$ cat config.mk
export PLATFORM = sky130hd
export DESIGN_NAME = flash_dev_flat
export DESIGN_NICKNAME = d
export VERILOG_FILES = /design/src/rtl/flash_pkg.sv /design/src/rtl/flash_link_if.sv /design/src/rtl/sync2.sv /design/src/rtl/flash_dev.sv /design/src/flat_wrapper.sv
export SDC_FILE = /design/constraint.sdc
export NUM_CORES = 1
export LEC_CHECK = 0
export BUFFER_PORTS_ARGS = -buffer_cell sky130_fd_sc_hd__buf_4
export CAP_MARGIN = 20
export CORE_MARGIN = 10
export CORE_UTILIZATION = 30
export DETAILED_ROUTE_END_ITERATION = 6
export GPL_ROUTABILITY_DRIVEN = 0
export GPL_TIMING_DRIVEN = 0
export PLACE_DENSITY = 0.43
export SLEW_MARGIN = 10
export SYNTH_ARGS = -nofsm -noshare
export SYNTH_HDL_FRONTEND = slang
export SYNTH_SLANG_ARGS = --single-unit
$ cat constraint.sdc
create_clock -name mclk_in -period 2.6 [get_ports mclk_in]
set_input_delay 0.26 -clock mclk_in [delete_from_list [all_inputs] [get_ports mclk_in]]
set_output_delay 0.26 -clock mclk_in [all_outputs]
set_load 0.02 [all_outputs]
$ cat src/rtl/flash_pkg.sv
// Purpose: shared constants and types for the serial flash device and its host
// Assumes: 250 MHz system clock on both ends
// Notes: opcode values and host register offsets are fixed here once
package flash_pkg;
  // clock rate and timing figures
  localparam int CLK_MHZ = 250;
  localparam int LOCKOUT_TIME_MS = 10;
  localparam int LOCKOUT_CYCLES = LOCKOUT_TIME_MS * CLK_MHZ * 1000;
  localparam int VSL_TIME_US = 30;
  localparam int VSL_CYCLES = VSL_TIME_US * CLK_MHZ;
  localparam int ERASE_CYCLES_DEF = 1000;
  localparam int SLEEP_CYCLES_DEF = 40;
  localparam int WAKE_CYCLES_DEF = 40;
  localparam int SCLK_HALF_DEF = 4;
  localparam int DESEL_CYCLES = 8;
  // instruction codes
  localparam logic [7:0] OP_WRITE_PERMIT = 8'h06;
  localparam logic [7:0] OP_ARRAY_ERASE = 8'hc7;
  localparam logic [7:0] OP_SLEEP = 8'hb9;
  localparam logic [7:0] OP_WAKE = 8'hab;
  localparam logic [7:0] OP_STATUS_READ = 8'h05;
  // status byte layout and values
  localparam int STAT_CYCLE_BIT = 0;
  localparam int STAT_PERMIT_BIT = 1;
  localparam int STAT_PROT_LSB = 2;
  localparam logic [7:0] STATUS_RESET = 8'h00;
  localparam logic [7:0] ERASED_BYTE = 8'hff;
  // host register map, word aligned
  localparam logic [7:0] REG_CMD = 8'h00;
  localparam logic [7:0] REG_STAT = 8'h04;
  localparam int CMD_READ_BIT = 8;
  localparam int HST_BUSY_BIT = 0;
  localparam int HST_REFUSED_BIT = 1;
  localparam int HST_ASLEEP_BIT = 2;
  localparam int HST_RX_LSB = 8;
  localparam logic [1:0] HTRANS_NONSEQ = 2'b10;
  // device power state, one-hot
  typedef enum logic [4:0] {
    DEV_STANDBY = 5'b00001,
    DEV_ERASE = 5'b00010,
    DEV_SLEEP_ENTER = 5'b00100,
    DEV_SLEEP = 5'b01000,
    DEV_WAKE = 5'b10000
  } dev_state_t;
  // host frame state, one-hot
  typedef enum logic [3:0] {
    HOST_IDLE = 4'b0001,
    HOST_SHIFT = 4'b0010,
    HOST_END = 4'b0100,
    HOST_GAP = 4'b1000
  } host_state_t;
endpackage

$ cat src/rtl/flash_link_if.sv
// Purpose: serial link between host controller and flash device
// Assumes: return data line idles high when undriven
// Notes: line level of the return data is resolved here from its enable
interface flash_link_if;
  logic cs_n;
  logic sclk;
  logic mosi;
  logic miso;
  logic miso_oe;
  logic miso_line;
  // pulled-up return line
  assign miso_line = miso_oe ? miso : 1'b1;
  modport dev (input cs_n, input sclk, input mosi, output miso, output miso_oe);
  modport host (output cs_n, output sclk, output mosi, input miso_line);
endinterface

$ cat src/rtl/sync2.sv
// Purpose: two-stage synchroniser for pins from another clock domain
// Assumes: inputs are quasi-static levels relative to mclk_in
// Notes: the first stage feeds only the second
module sync2 #(
  parameter int W = 1,
  parameter logic [W-1:0] INIT = '0
) (
  input wire logic mclk_in,
  input wire logic rstn_in,
  input wire logic [W-1:0] d_in,
  output logic [W-1:0] q_out
);
  logic [W-1:0] meta;

  // two flops in series
  always_ff @(posedge mclk_in or negedge rstn_in) begin
    if (!rstn_in) begin
      meta <= INIT;
      q_out <= INIT;
    end else begin
      meta <= d_in;
      q_out <= meta;
    end
  end
endmodule

$ cat src/rtl/flash_dev.sv
// Purpose: flash device end: array erase, deep sleep, wake, power-up gating
// Assumes: rstn_in is the on-chip supply reset; link pins are asynchronous
// Notes: array is a small flop model; lock registers hold their power-up value
module flash_dev
  import flash_pkg::*;
#(
  parameter int ERASE_CYCLES = ERASE_CYCLES_DEF,
  parameter int SLEEP_CYCLES = SLEEP_CYCLES_DEF,
  parameter int WAKE_CYCLES = WAKE_CYCLES_DEF,
  parameter int LOCKOUT = LOCKOUT_CYCLES,
  parameter int ARRAY_BYTES = 16,
  parameter int SECTORS = 4,
  parameter int AW = $clog2(ARRAY_BYTES),
  parameter int SW = $clog2(SECTORS)
) (
  input wire logic mclk_in,
  input wire logic rstn_in,
  flash_link_if.dev link,
  input wire logic [2:0] protect_level_in,
  input wire logic prog_we_in,
  input wire logic [AW-1:0] prog_addr_in,
  input wire logic [7:0] prog_data_in,
  input wire logic [AW-1:0] peek_addr_in,
  output logic [7:0] peek_data_out,
  input wire logic [SW-1:0] lock_sel_in,
  output logic [7:0] lock_reg_out,
  output logic cycle_active_out,
  output logic write_permit_out,
  output logic deep_sleep_out,
  output logic lockout_out
);
  dev_state_t state;
  logic [2:0] pins;
  logic s_cs_n, s_sclk, s_mosi;
  logic cs_q, sclk_q;
  logic [3:0] bit_cnt;
  logic [7:0] shift;
  logic [7:0] out_sh;
  logic reading;
  logic [31:0] timer;
  logic [31:0] lock_cnt;
  logic lockout;
  logic write_permit_latch;
  logic [7:0] mem [ARRAY_BYTES];
  logic [SECTORS-1:0] write_lock;
  logic [SECTORS-1:0] lock_down;

  // pins pass two flops before use
  sync2 #(.W(3), .INIT(3'b100)) u_sync (
    .mclk_in(mclk_in),
    .rstn_in(rstn_in),
    .d_in({link.cs_n, link.sclk, link.mosi}),
    .q_out(pins)
  );
  assign s_cs_n = pins[2];
  assign s_sclk = pins[1];
  assign s_mosi = pins[0];

  // edge and instruction decode
  wire sclk_rise = s_sclk & ~sclk_q & ~s_cs_n;
  wire sclk_fall = ~s_sclk & sclk_q & ~s_cs_n;
  wire cs_rise = s_cs_n & ~cs_q;
  wire exact8 = cs_rise && (bit_cnt == 4'd8);
  wire standby = (state == DEV_STANDBY);
  wire asleep = (state == DEV_SLEEP_ENTER) || (state == DEV_SLEEP) || (state == DEV_WAKE);
  wire protected_any = |protect_level_in;
  wire go_permit = exact8 && (shift == OP_WRITE_PERMIT) && standby && !lockout;
  wire go_erase = exact8 && (shift == OP_ARRAY_ERASE) && standby && write_permit_latch && !protected_any && !lockout;
  wire go_sleep = exact8 && (shift == OP_SLEEP) && standby;
  wire go_wake = exact8 && (shift == OP_WAKE) && (state == DEV_SLEEP);
  wire timer_done = (timer == 32'd0);
  wire status_op = (shift == OP_STATUS_READ) && !asleep && (bit_cnt == 4'd8);
  wire [7:0] status_byte = {3'b000, protect_level_in, write_permit_latch, (state == DEV_ERASE)};

  // edge history of the synchronised pins
  always_ff @(posedge mclk_in or negedge rstn_in) begin
    if (!rstn_in) begin
      cs_q <= 1'b1;
      sclk_q <= 1'b0;
    end else begin
      cs_q <= s_cs_n;
      sclk_q <= s_sclk;
    end
  end

  // instruction shifter, count saturates to flag extra clocks
  always_ff @(posedge mclk_in or negedge rstn_in) begin
    if (!rstn_in) begin
      bit_cnt <= 4'd0;
      shift <= 8'h00;
    end else if (s_cs_n) begin
      bit_cnt <= 4'd0;
    end else if (sclk_rise) begin
      if (bit_cnt < 4'd8) begin
        shift <= {shift[6:0], s_mosi};
      end
      if (bit_cnt != 4'hf) begin
        bit_cnt <= bit_cnt + 4'd1;
      end
    end
  end

  // status byte out on falling clock after the opcode
  always_ff @(posedge mclk_in or negedge rstn_in) begin
    if (!rstn_in) begin
      reading <= 1'b0;
      out_sh <= STATUS_RESET;
      link.miso <= 1'b0;
      link.miso_oe <= 1'b0;
    end else if (s_cs_n) begin
      reading <= 1'b0;
      link.miso_oe <= 1'b0;
    end else if (sclk_fall) begin
      if (status_op) begin
        reading <= 1'b1;
        out_sh <= {status_byte[6:0], 1'b0};
        link.miso <= status_byte[7];
        link.miso_oe <= 1'b1;
      end else if (reading) begin
        out_sh <= {out_sh[6:0], 1'b0};
        link.miso <= out_sh[7];
      end
    end
  end

  // write lockout after supply reset release
  always_ff @(posedge mclk_in or negedge rstn_in) begin
    if (!rstn_in) begin
      lock_cnt <= 32'd0;
      lockout <= 1'b1;
    end else if (lockout) begin
      lock_cnt <= lock_cnt + 32'd1;
      if (lock_cnt == 32'(LOCKOUT - 1)) begin
        lockout <= 1'b0;
      end
    end
  end

  // power state machine with self-timed delays
  always_ff @(posedge mclk_in or negedge rstn_in) begin
    if (!rstn_in) begin
      state <= DEV_STANDBY;
      timer <= 32'd0;
    end else begin
      case (state)
        DEV_STANDBY: begin
          if (go_erase) begin
            state <= DEV_ERASE;
            timer <= 32'(ERASE_CYCLES - 1);
          end else if (go_sleep) begin
            state <= DEV_SLEEP_ENTER;
            timer <= 32'(SLEEP_CYCLES - 1);
          end
        end
        DEV_ERASE: begin
          if (timer_done) state <= DEV_STANDBY;
          else timer <= timer - 32'd1;
        end
        DEV_SLEEP_ENTER: begin
          if (timer_done) state <= DEV_SLEEP;
          else timer <= timer - 32'd1;
        end
        DEV_SLEEP: begin
          if (go_wake) begin
            state <= DEV_WAKE;
            timer <= 32'(WAKE_CYCLES - 1);
          end
        end
        DEV_WAKE: begin
          if (timer_done) state <= DEV_STANDBY;
          else timer <= timer - 32'd1;
        end
        default: state <= DEV_STANDBY;
      endcase
    end
  end

  // write-permit latch: set by decode, cleared as erase starts
  always_ff @(posedge mclk_in or negedge rstn_in) begin
    if (!rstn_in) begin
      write_permit_latch <= 1'b0;
    end else if (go_erase) begin
      write_permit_latch <= 1'b0;
    end else if (go_permit) begin
      write_permit_latch <= 1'b1;
    end
  end

  // array model: program clears bits, completed erase sets all
  always_ff @(posedge mclk_in or negedge rstn_in) begin
    if (!rstn_in) begin
      for (int i = 0; i < ARRAY_BYTES; i++) mem[i] <= ERASED_BYTE;
    end else if ((state == DEV_ERASE) && timer_done) begin
      for (int i = 0; i < ARRAY_BYTES; i++) mem[i] <= ERASED_BYTE;
    end else if (prog_we_in && standby) begin
      mem[prog_addr_in] <= mem[prog_addr_in] & prog_data_in;
    end
  end

  // per-sector lock bits keep their power-up value here
  always_ff @(posedge mclk_in or negedge rstn_in) begin
    if (!rstn_in) begin
      write_lock <= '0;
      lock_down <= '0;
    end else begin
      write_lock <= write_lock;
      lock_down <= lock_down;
    end
  end

  // registered outputs
  always_ff @(posedge mclk_in or negedge rstn_in) begin
    if (!rstn_in) begin
      peek_data_out <= ERASED_BYTE;
      lock_reg_out <= 8'h00;
      cycle_active_out <= 1'b0;
      write_permit_out <= 1'b0;
      deep_sleep_out <= 1'b0;
      lockout_out <= 1'b1;
    end else begin
      peek_data_out <= mem[peek_addr_in];
      lock_reg_out <= {6'h00, lock_down[lock_sel_in], write_lock[lock_sel_in]};
      cycle_active_out <= (state == DEV_ERASE);
      write_permit_out <= write_permit_latch;
      deep_sleep_out <= (state == DEV_SLEEP);
      lockout_out <= lockout;
    end
  end
endmodule

$ cat src/flat_wrapper.sv
// flat-port wrapper written by rule: the top's interface ports become plain ports
module flash_dev_flat import flash_pkg::*;
#(
  parameter int ERASE_CYCLES = ERASE_CYCLES_DEF,
  parameter int SLEEP_CYCLES = SLEEP_CYCLES_DEF,
  parameter int WAKE_CYCLES = WAKE_CYCLES_DEF,
  parameter int LOCKOUT = LOCKOUT_CYCLES,
  parameter int ARRAY_BYTES = 16,
  parameter int SECTORS = 4,
  parameter int AW = $clog2(ARRAY_BYTES),
  parameter int SW = $clog2(SECTORS)
)
  (mclk_in, rstn_in, protect_level_in, prog_we_in, prog_addr_in, prog_data_in, peek_addr_in, peek_data_out, lock_sel_in, lock_reg_out, cycle_active_out, write_permit_out, deep_sleep_out, lockout_out, link_cs_n, link_sclk, link_mosi, link_miso, link_miso_oe);
  flash_link_if link_i ();
  input wire logic mclk_in;
  input wire logic rstn_in;
  input wire logic [2:0] protect_level_in;
  input wire logic prog_we_in;
  input wire logic [AW-1:0] prog_addr_in;
  input wire logic [7:0] prog_data_in;
  input wire logic [AW-1:0] peek_addr_in;
  output logic [7:0] peek_data_out;
  input wire logic [SW-1:0] lock_sel_in;
  output logic [7:0] lock_reg_out;
  output logic cycle_active_out;
  output logic write_permit_out;
  output logic deep_sleep_out;
  output logic lockout_out;
  input wire logic [$bits(link_i.cs_n)-1:0] link_cs_n;
  input wire logic [$bits(link_i.sclk)-1:0] link_sclk;
  input wire logic [$bits(link_i.mosi)-1:0] link_mosi;
  output wire logic [$bits(link_i.miso)-1:0] link_miso;
  output wire logic [$bits(link_i.miso_oe)-1:0] link_miso_oe;
  assign link_i.cs_n = link_cs_n;
  assign link_i.sclk = link_sclk;
  assign link_i.mosi = link_mosi;
  assign link_miso = link_i.miso;
  assign link_miso_oe = link_i.miso_oe;
  flash_dev #(.ERASE_CYCLES(ERASE_CYCLES), .SLEEP_CYCLES(SLEEP_CYCLES), .WAKE_CYCLES(WAKE_CYCLES), .LOCKOUT(LOCKOUT), .ARRAY_BYTES(ARRAY_BYTES), .SECTORS(SECTORS), .AW(AW), .SW(SW)) u_core (.mclk_in(mclk_in), .rstn_in(rstn_in), .link(link_i), .protect_level_in(protect_level_in), .prog_we_in(prog_we_in), .prog_addr_in(prog_addr_in), .prog_data_in(prog_data_in), .peek_addr_in(peek_addr_in), .peek_data_out(peek_data_out), .lock_sel_in(lock_sel_in), .lock_reg_out(lock_reg_out), .cycle_active_out(cycle_active_out), .write_permit_out(write_permit_out), .deep_sleep_out(deep_sleep_out), .lockout_out(lockout_out));
endmodule
==> results.py, run 1 <==
metrics = {
    "run_status": {
        "status": "complete, no violations",
    },
    "pwr": {
        "p_total_mw": 11.8,
        "peakVddDrop_mv": 0.551,
        "internal_power_mw": 8.52,
        "power_frac_seq_pct": 44.8,
        "p_sw_share_pct": 27.5,
        "p_leak_nw": 6.03,
        "p_comb_share_pct": 19.0,
        "pwr-share-clk_pct": 36.3,
        "p_per_area_nw_per_um2": 779,
        "p_sw_mw": 3.24,
    },
    "floorplan": {
        "num_io_pins": 49,
        "start_util_pct": 30.3,
        "die_h_um": 223,
        "die_area_um2": 49800,
        "coreArea_um2": 40800,
        "core.rowCount": 74,
        "fp.dieW_um": 223,
    },
    "yosys": {
        "mappedNetlistArea_um2": 12400,
        "ys_ff_latch": 240,
        "synth_top_area_share_pct": 30.2,
        "ys_top_cells_by_area": "dfstp_2 (30%), dfrtp_1 (20%), mux4_2 (13%), nand2_1 (6.5%), o211ai_1 (5.9%)",
        "yosysWarnings": 0,
        "synth-edff-count": 0,
        "syn_inst": 1100,
        "ys_async_sr_fraction_pct": 100,
        "synthDistinctLibCells": 67,
        "synth_flop_cell": "dfstp_2",
        "yosys.area.top_type": "dfstp_2",
        "synth_area_per_cell_um2": 11.2,
        "yosysSeqAreaShare_pct": 50.0,
    },
    "grt": {
        "grt_pass1_wl_um": 60400,
        "grt_pass1_vias": 9693,
        "grt_usage_pct": 15.4,
        "grt_max_degree": 95,
        "antenna_found_initial": 4,
        "grt-ovfl-total": 0,
    },
    "timing": {
        "rsz0062_at_grt": "yes",
        "fin_skew_ps": 9.64,
        "finalSetupViolations": 0,
        "finalCriticalPeriod_ps": 2550,
        "slew_viol_final": 0,
        "max_slew_margin_pct": 35.4,
        "hold_violations": 0,
        "fin_crit_sh_pct": 98.0,
        "tightest_slew_ps": 969,
        "max_freq_ghz": 0.393,
        "fin_tns_setup_ps": 0,
    },
    "clocking": {
        "cts.sinks": 240,
        "clk_latency_ps": 570,
        "cts-root-buf": "clkbuf_16",
        "clock_tree.buffer_depth": 3,
        "cts_buffers": 30,
        "cts_tree": "built",
        "htreeDepth": 1,
        "cts.clk_slew.worst_paths_ps": 60,
    },
    "finish": {
        "final_cell_mix": "nand2_1 (213), dfstp_2 (142), o211ai_1 (98), dfrtp_1 (98), buf_4 (75)",
        "fin_nets": 1243,
        "post-route-util_pct": 37.0,
        "drive_gt1_share_pct": 37.2,
        "layout_commonest_cell": "nand2_1",
        "diodes": 0,
        "syn_to_final_growth_pct": 22.0,
    },
    "route": {
        "viasPerCell": 5.35,
        "ant_nets": 0,
        "wirelength_um": 38600,
        "drc_errors": 0,
        "dr_total_vias": 9446,
        "wl_per_cell_um": 21.9,
        "drt-initial-drc-count": 765,
        "drtPass1Iterations": 5,
    },
    "placed_design": {
        "dpl.hpwl_um": 26000,
        "portBuffers": 34,
    },
    "critical_path": {
        "timing.rr.start": "u_core.shift[3]$_DFFE_PN0P_",
        "r2r_end": "u_core.timer[26]$_DFFE_PN0P_",
        "crit_path_max_fanout": 7,
        "worstSetupPathType": "register to register",
        "startpoint_type": "register",
        "endpoint_kind": "register",
        "rrSetupSlack_ps": 50,
        "crit_arrival_ps": 3000,
        "reg2regPathDepth": 8,
        "cp.required_ps": 3050,
    },
    "min_path": {
        "hold_end": "u_core.out_sh[4]$_DFFE_PN0P_",
        "holdPathStages": 3,
        "hold_start": "protect_level_in[1]",
        "hp-class": "primary input to register",
    },
    "run": {
        "cap_violations": 0,
    },
}
-- registers in the layout, indices dropped and copies added, names as in the netlist --
signal	count
u_core.sclk_q	1
u_core.u_sync.q_out	3
u_core.u_sync.meta	3
u_core.write_permit_out	1
u_core.timer	32
u_core.mem	128
u_core.cycle_active_out	1
u_core.peek_data_out	8
u_core.state	5
u_core.lockout_out	1
u_core.cs_q	1
u_core.bit_cnt	4
u_core.write_permit_latch	1
u_core.deep_sleep_out	1
u_core.out_sh	7
u_core.lockout	1
u_core.lock_cnt	32
u_core.shift	8
u_core.link.miso	1
u_core.link.miso_oe	1
-- synth_stat cells (all sizes together) (3+ instances only) --
cell type,n
dfstp,142
and3,11
xor2,13
ha,4
xnor2,22
nand2b,4
nor2,45
nor3,24
nor3b,6
nand2,214
o21a,4
or2,4
a32o,3
o21ai,54
nor2b,5
nand4,17
clkbuf,55
o31ai,18
o41ai,5
dfrtp,98
and2,3
o211ai,98
inv,9
nor4,14
nor4b,4
or3,7
a211o,6
a31oi,5
buf,23
mux4,72
nand3,27
or4,4
mux2,25
nand4b,4
a21oi,15
o22ai,5
-- worst max-delay path by stage --
stage | from | end | cells past startpoint
3_3_place_gp | prog_addr_in[0] | u_core.mem[78]$_DFFE_PN1P_ | 8
6_report | u_core.shift[3]$_DFFE_PN0P_ | u_core.timer[26]$_DFFE_PN0P_ | 8
5_1_grt | u_core.shift[3]$_DFFE_PN0P_ | u_core.timer[26]$_DFFE_PN0P_ | 8
3_5_place_dp | prog_addr_in[0] | u_core.mem[78]$_DFFE_PN1P_ | 8
2_1_floorplan | u_core.timer[0]$_DFFE_PN0P_ | u_core.timer[6]$_DFFE_PN0P_ | 10
4_1_cts | u_core.timer[1]$_DFFE_PN0P_ | u_core.timer[8]$_DFFE_PN0P_ | 10
-- power by group through the flow --
stage               registers, mW  logic, mW  clock network (mW)
CTS                          5.26       2.23                4.40
global placement             5.30       2.11                   0
global route                 5.36       2.44                4.56
finish                       5.26       2.23                4.26
detailed placement           5.31       2.15                   0
floorplan                    5.22       1.43                   0
-- cells by family after synthesis --
logic type,count (synthesis),share of synthesized area [%]
buf+inv,87,3.07
other cells,1,0.0303
xor+xnor,35,2.48
simple gates,401,15.4
mux,99,15.5
flops,240,50.0
compound gates,233,13.1
fa+ha+maj,4,0.405
-- per-layer routing --
metal  routed length [um]  track usage [%]  vias to the layer above
li1                     -                -                     4321
met4                 1000             4.95                        0
met2                18000             24.3                      210
met1                17600             21.0                     4851
met5                    0                0                        -
met3                 1990             2.54                       64
-- per-stage QoR --
stage / instance area (um2) / setup WS (ps) / hold slack (ps) / instances
finish: 15100 / 52.6 / 37.1 / 1764
floorplan: 12400 / 19.1 / -35.6 / 1107
detailed placement: 13400 / -919 / 285 / 1678
global placement: 13300 / -874 / 335 / 1673
global route: 15100 / -68.8 / 58.8 / 1764
CTS: 14900 / -5.46 / 12.7 / 1752
-- worst max-delay path: stages (launching register included) --
cell and delay [ps]:
dfrtp_1 380, or4b_4 570, nor4_4 220, nor4b_4 340, o21ai_4 110, or2_1 230
buf_6 150, clkbuf_16 150, a211o_1 280
-- final cells by class --
| type | count | area [um2] |
|---|---|---|
| Clock inverter | 14 | 148 |
| Inverter | 9 | 33.8 |
| Multi-Input combinational cell | 780 | 6110 |
| Buffer | 72 | 433 |
| Tap cell | 532 | 666 |
| Sequential cell | 240 | 6180 |
| Clock buffer | 38 | 852 |
| Timing Repair Buffer | 79 | 671 |
| Fill cell | 4005 | 25700 |
-- what timing repair did --
action / CTS / global route
resized for setup: 80 / 34
pin swaps: 15 / 11
gates cloned: 0 / 1
hold buffers: 4 / 0
setup endpoints to repair: 165 / 157
hold endpoints to repair: 57 / 0
setup buffers: 23 / 10
Note: power is estimated with default switching activity, not from simulation.
==> run 2: changes to the inputs <==
--- a/config.mk
+++ b/config.mk
@@ -5,6 +5,7 @@
 export SDC_FILE = /design/constraint.sdc
 export NUM_CORES = 1
 export LEC_CHECK = 0
+export ABC_AREA = 1
 export BUFFER_PORTS_ARGS = -buffer_cell sky130_fd_sc_hd__buf_4
 export CAP_MARGIN = 20
 export CORE_MARGIN = 10
@@ -12,7 +13,7 @@
 export DETAILED_ROUTE_END_ITERATION = 6
 export GPL_ROUTABILITY_DRIVEN = 0
 export GPL_TIMING_DRIVEN = 0
-export PLACE_DENSITY = 0.43
+export PLACE_DENSITY = 0.41
 export SLEW_MARGIN = 10
 export SYNTH_ARGS = -nofsm -noshare
 export SYNTH_HDL_FRONTEND = slang
==> constraint.sdc (replaced) <==
create_clock -name mclk_in -period 2.7 [get_ports mclk_in]
set_input_delay 0.27 -clock mclk_in [delete_from_list [all_inputs] [get_ports mclk_in]]
set_output_delay 0.27 -clock mclk_in [all_outputs]
set_load 0.02 [all_outputs]
==> results.py, run 2 <==
metrics = {
    "finish": {
        "regArea_um2": 6180,
        "drive_gt1_share_pct": 16.4,
        "stdcell_area_um2": 16800,
        "final_cell_mix": "nand2_1 (522), nor2_1 (398), inv_1 (204), nand3_1 (175), dfstp_2 (142)",
        "fillers": 5182,
        "layout_commonest_cell": "nand2_1",
        "syn_to_final_growth_pct": 14.6,
        "largest_register_ffs": 128,
        "diodes": 0,
        "top_regs": "u_core.mem (128), u_core.lock_cnt (32), u_core.timer (32)",
        "multi_input_area_um2": 6920,
        "top_register": "u_core.mem",
        "fin_nets": 2207,
    },
    "yosys": {
        "synth_flop_cell": "dfstp_2",
        "synth_top_area_share_pct": 25.5,
        "yosysSeqAreaShare_pct": 42.3,
        "mappedNetlistArea_um2": 14600,
        "ys_ff_latch": 240,
        "yosys.cell_count.top_type": "nand2_1",
        "synth_area_per_cell_um2": 6.95,
        "synthDistinctLibCells": 38,
        "yosys.area.top_type": "dfstp_2",
        "synth-edff-count": 0,
        "syn_inst": 2104,
        "ys_top_cells_by_area": "dfstp_2 (26%), dfrtp_1 (17%), nand2_1 (13%), nor2_1 (10%), nand3_1 (6.0%)",
        "ys_async_sr_fraction_pct": 100,
        "netlist_top_cells_count": "nand2_1 (522), nor2_1 (399), inv_1 (204)",
        "yosysWarnings": 0,
    },
    "grt": {
        "grt_pass1_vias": 13476,
        "grt_usage_pct": 19.0,
        "grt_max_degree": 99,
        "grt_pass1_wl_um": 84400,
        "antenna_found_initial": 0,
        "grt-ovfl-total": 0,
    },
    "pwr": {
        "p_sw_mw": 2.46,
        "power_frac_seq_pct": 41.6,
        "internal_power_mw": 6.43,
        "p_sw_share_pct": 27.7,
        "peakVddDrop_mv": 0.494,
        "p_comb_share_pct": 10.4,
        "p_per_area_nw_per_um2": 531,
        "pwr-share-clk_pct": 48.0,
        "p_leak_nw": 8.23,
    },
    "run_status": {
        "status": "complete, no violations",
    },
    "timing": {
        "fin_skew_ps": 21.0,
        "max_slew_margin_pct": 40.1,
        "tightest_slew_ps": 899,
        "max_freq_ghz": 0.402,
        "fin_crit_sh_pct": 92.0,
        "fin_ws_ps": 215,
        "fin_tns_setup_ps": 0,
        "finalCriticalPeriod_ps": 2490,
        "finalSetupViolations": 0,
        "whs_ps": 43.6,
        "hold_violations": 0,
        "rsz0062_at_grt": "no",
        "slew_viol_final": 0,
    },
    "critical_path": {
        "worstSetupPathType": "register to register",
        "timing.rr.start": "u_core.timer[0]$_DFFE_PN0P_",
        "crit_start": "u_core.timer[0]$_DFFE_PN0P_",
        "crit_path_max_fanout": 10,
        "crit_end": "u_core.mem[117]$_DFFE_PN1P_",
        "crit_arrival_ps": 3020,
        "endpoint_kind": "register",
        "startpoint_type": "register",
        "rrSetupSlack_ps": 210,
        "reg2regPathDepth": 10,
        "r2r_end": "u_core.mem[117]$_DFFE_PN1P_",
        "cp.required_ps": 3230,
    },
    "route": {
        "ant_nets": 0,
        "drc_errors": 0,
        "dr_total_vias": 13800,
        "viasPerCell": 4.90,
        "drt-initial-drc-count": 1102,
        "wl_per_cell_um": 19.6,
        "wirelength_um": 55300,
        "drtPass1Iterations": 6,
    },
    "run": {
        "cap_violations": 0,
    },
    "placed_design": {
        "dpl.hpwl_um": 39800,
        "dp_worst_setup_slack_ps": 63.0,
        "placed_area_um2": 15700,
        "portBuffers": 26,
    },
    "floorplan": {
        "die_area_um2": 58000,
        "coreArea_um2": 47900,
        "core.rowCount": 80,
        "die_h_um": 241,
        "num_io_pins": 49,
        "fp.dieW_um": 241,
        "start_util_pct": 30.5,
    },
    "clocking": {
        "cts_buffers": 31,
        "cts_setup_buffers": 0,
        "clk_latency_ps": 610,
        "cts_tree": "built",
        "htreeDepth": 1,
        "cts.clk_slew.worst_paths_ps": 60,
        "cts-root-buf": "clkbuf_16",
        "cts.sinks": 240,
        "clock_tree.buffer_depth": 3,
    },
    "min_path": {
        "holdPathStages": 3,
        "hp-class": "primary input to register",
    },
}
-- run 2: worst min-delay path by stage --
stage | slack, ps | end | from
after detailed placement | 340 | u_core.u_sync.q_out[0]$_DFF_PN0_ | u_core.u_sync.meta[0]$_DFF_PN0_
after CTS | 30 | u_core.mem[9]$_DFFE_PN1P_ | prog_data_in[1]
final | 40 | u_core.mem[121]$_DFFE_PN1P_ | prog_data_in[1]
after floorplan | -30 | u_core.bit_cnt[0]$_DFFE_PN0P_ | rstn_in
after global placement | 330 | u_core.u_sync.q_out[0]$_DFF_PN0_ | u_core.u_sync.meta[0]$_DFF_PN0_
after global routing | 80 | u_core.write_permit_latch$_DFFE_PN0P_ | protect_level_in[2]
-- run 2: repair_timing --
item,CTS,global route
endpoints found under the setup margin,0,34
hold endpoints to repair,17,0
gates resized for setup,0,2
hold buffers,4,0
-- run 2: power groups by stage --
| stage | Combinational (mW) | Clock [mW] | Sequential [mW] |
|---|---|---|---|
| after floorplan | 0.459 | 0 | 3.76 |
| after CTS | 0.920 | 4.41 | 3.70 |
| after detailed placement | 0.912 | 0 | 3.75 |
| final | 0.925 | 4.27 | 3.70 |
| after global routing | 0.998 | 4.54 | 3.70 |
| after global placement | 0.906 | 0 | 3.75 |
-- run 2: cells by family after synthesis --
group | after synthesis | synth area share [%]
buffers and inverters | 347 | 10.5
DFF | 240 | 42.3
AOI/OAI and AO/OA | 290 | 10.5
other | 1 | 0.0257
xor gates and xnor gates | 37 | 2.22
and+or+nand+nor | 1185 | 34.0
adders and majority gates | 4 | 0.342
-- run 2: layout make-up --
| cell class | count | area share (%) |
|---|---|---|
| multi-input combinational | 1524 | 41.3 |
| sequential | 240 | 36.9 |
| clock buffer | 46 | 5.50 |
| inverter | 231 | 5.17 |
| tap | 615 | 4.59 |
| buffer | 116 | 4.02 |
| timing repair buffer | 32 | 1.78 |
| clock inverter | 11 | 0.717 |
-- run 2: metal layers --
| layer | routed length (um) | share of wire, % | GRT usage [%] |
|---|---|---|---|
| met3 | 2950 | 5.3 | 2.67 |
| met4 | 2420 | 4.4 | 8.00 |
| met2 | 25000 | 45 | 30.6 |
| met5 | 0 | 0 | 0 |
| met1 | 24900 | 45 | 25.2 |
-- run 2: worst max-delay path, cell delays in order (launching register included) --
cell,delay [ps]
dfrtp_1,370
inv_1,130
ha_1,290
nand2_1,150
nor2_2,300
nand3_1,240
nor2_2,220
buf_4,240
buf_2,320
nor2_1,70
nand2_1,80
-- run 2: stage by stage --
stage               power (mW)  utilization, %  std cells
CTS                       9.03            34.9       2815
finish                    8.89            35.0       2815
global route              9.24            35.0       2815
detailed placement        4.67            32.7       2754
global placement          4.66            32.6       2752
floorplan                 4.22               -       2111
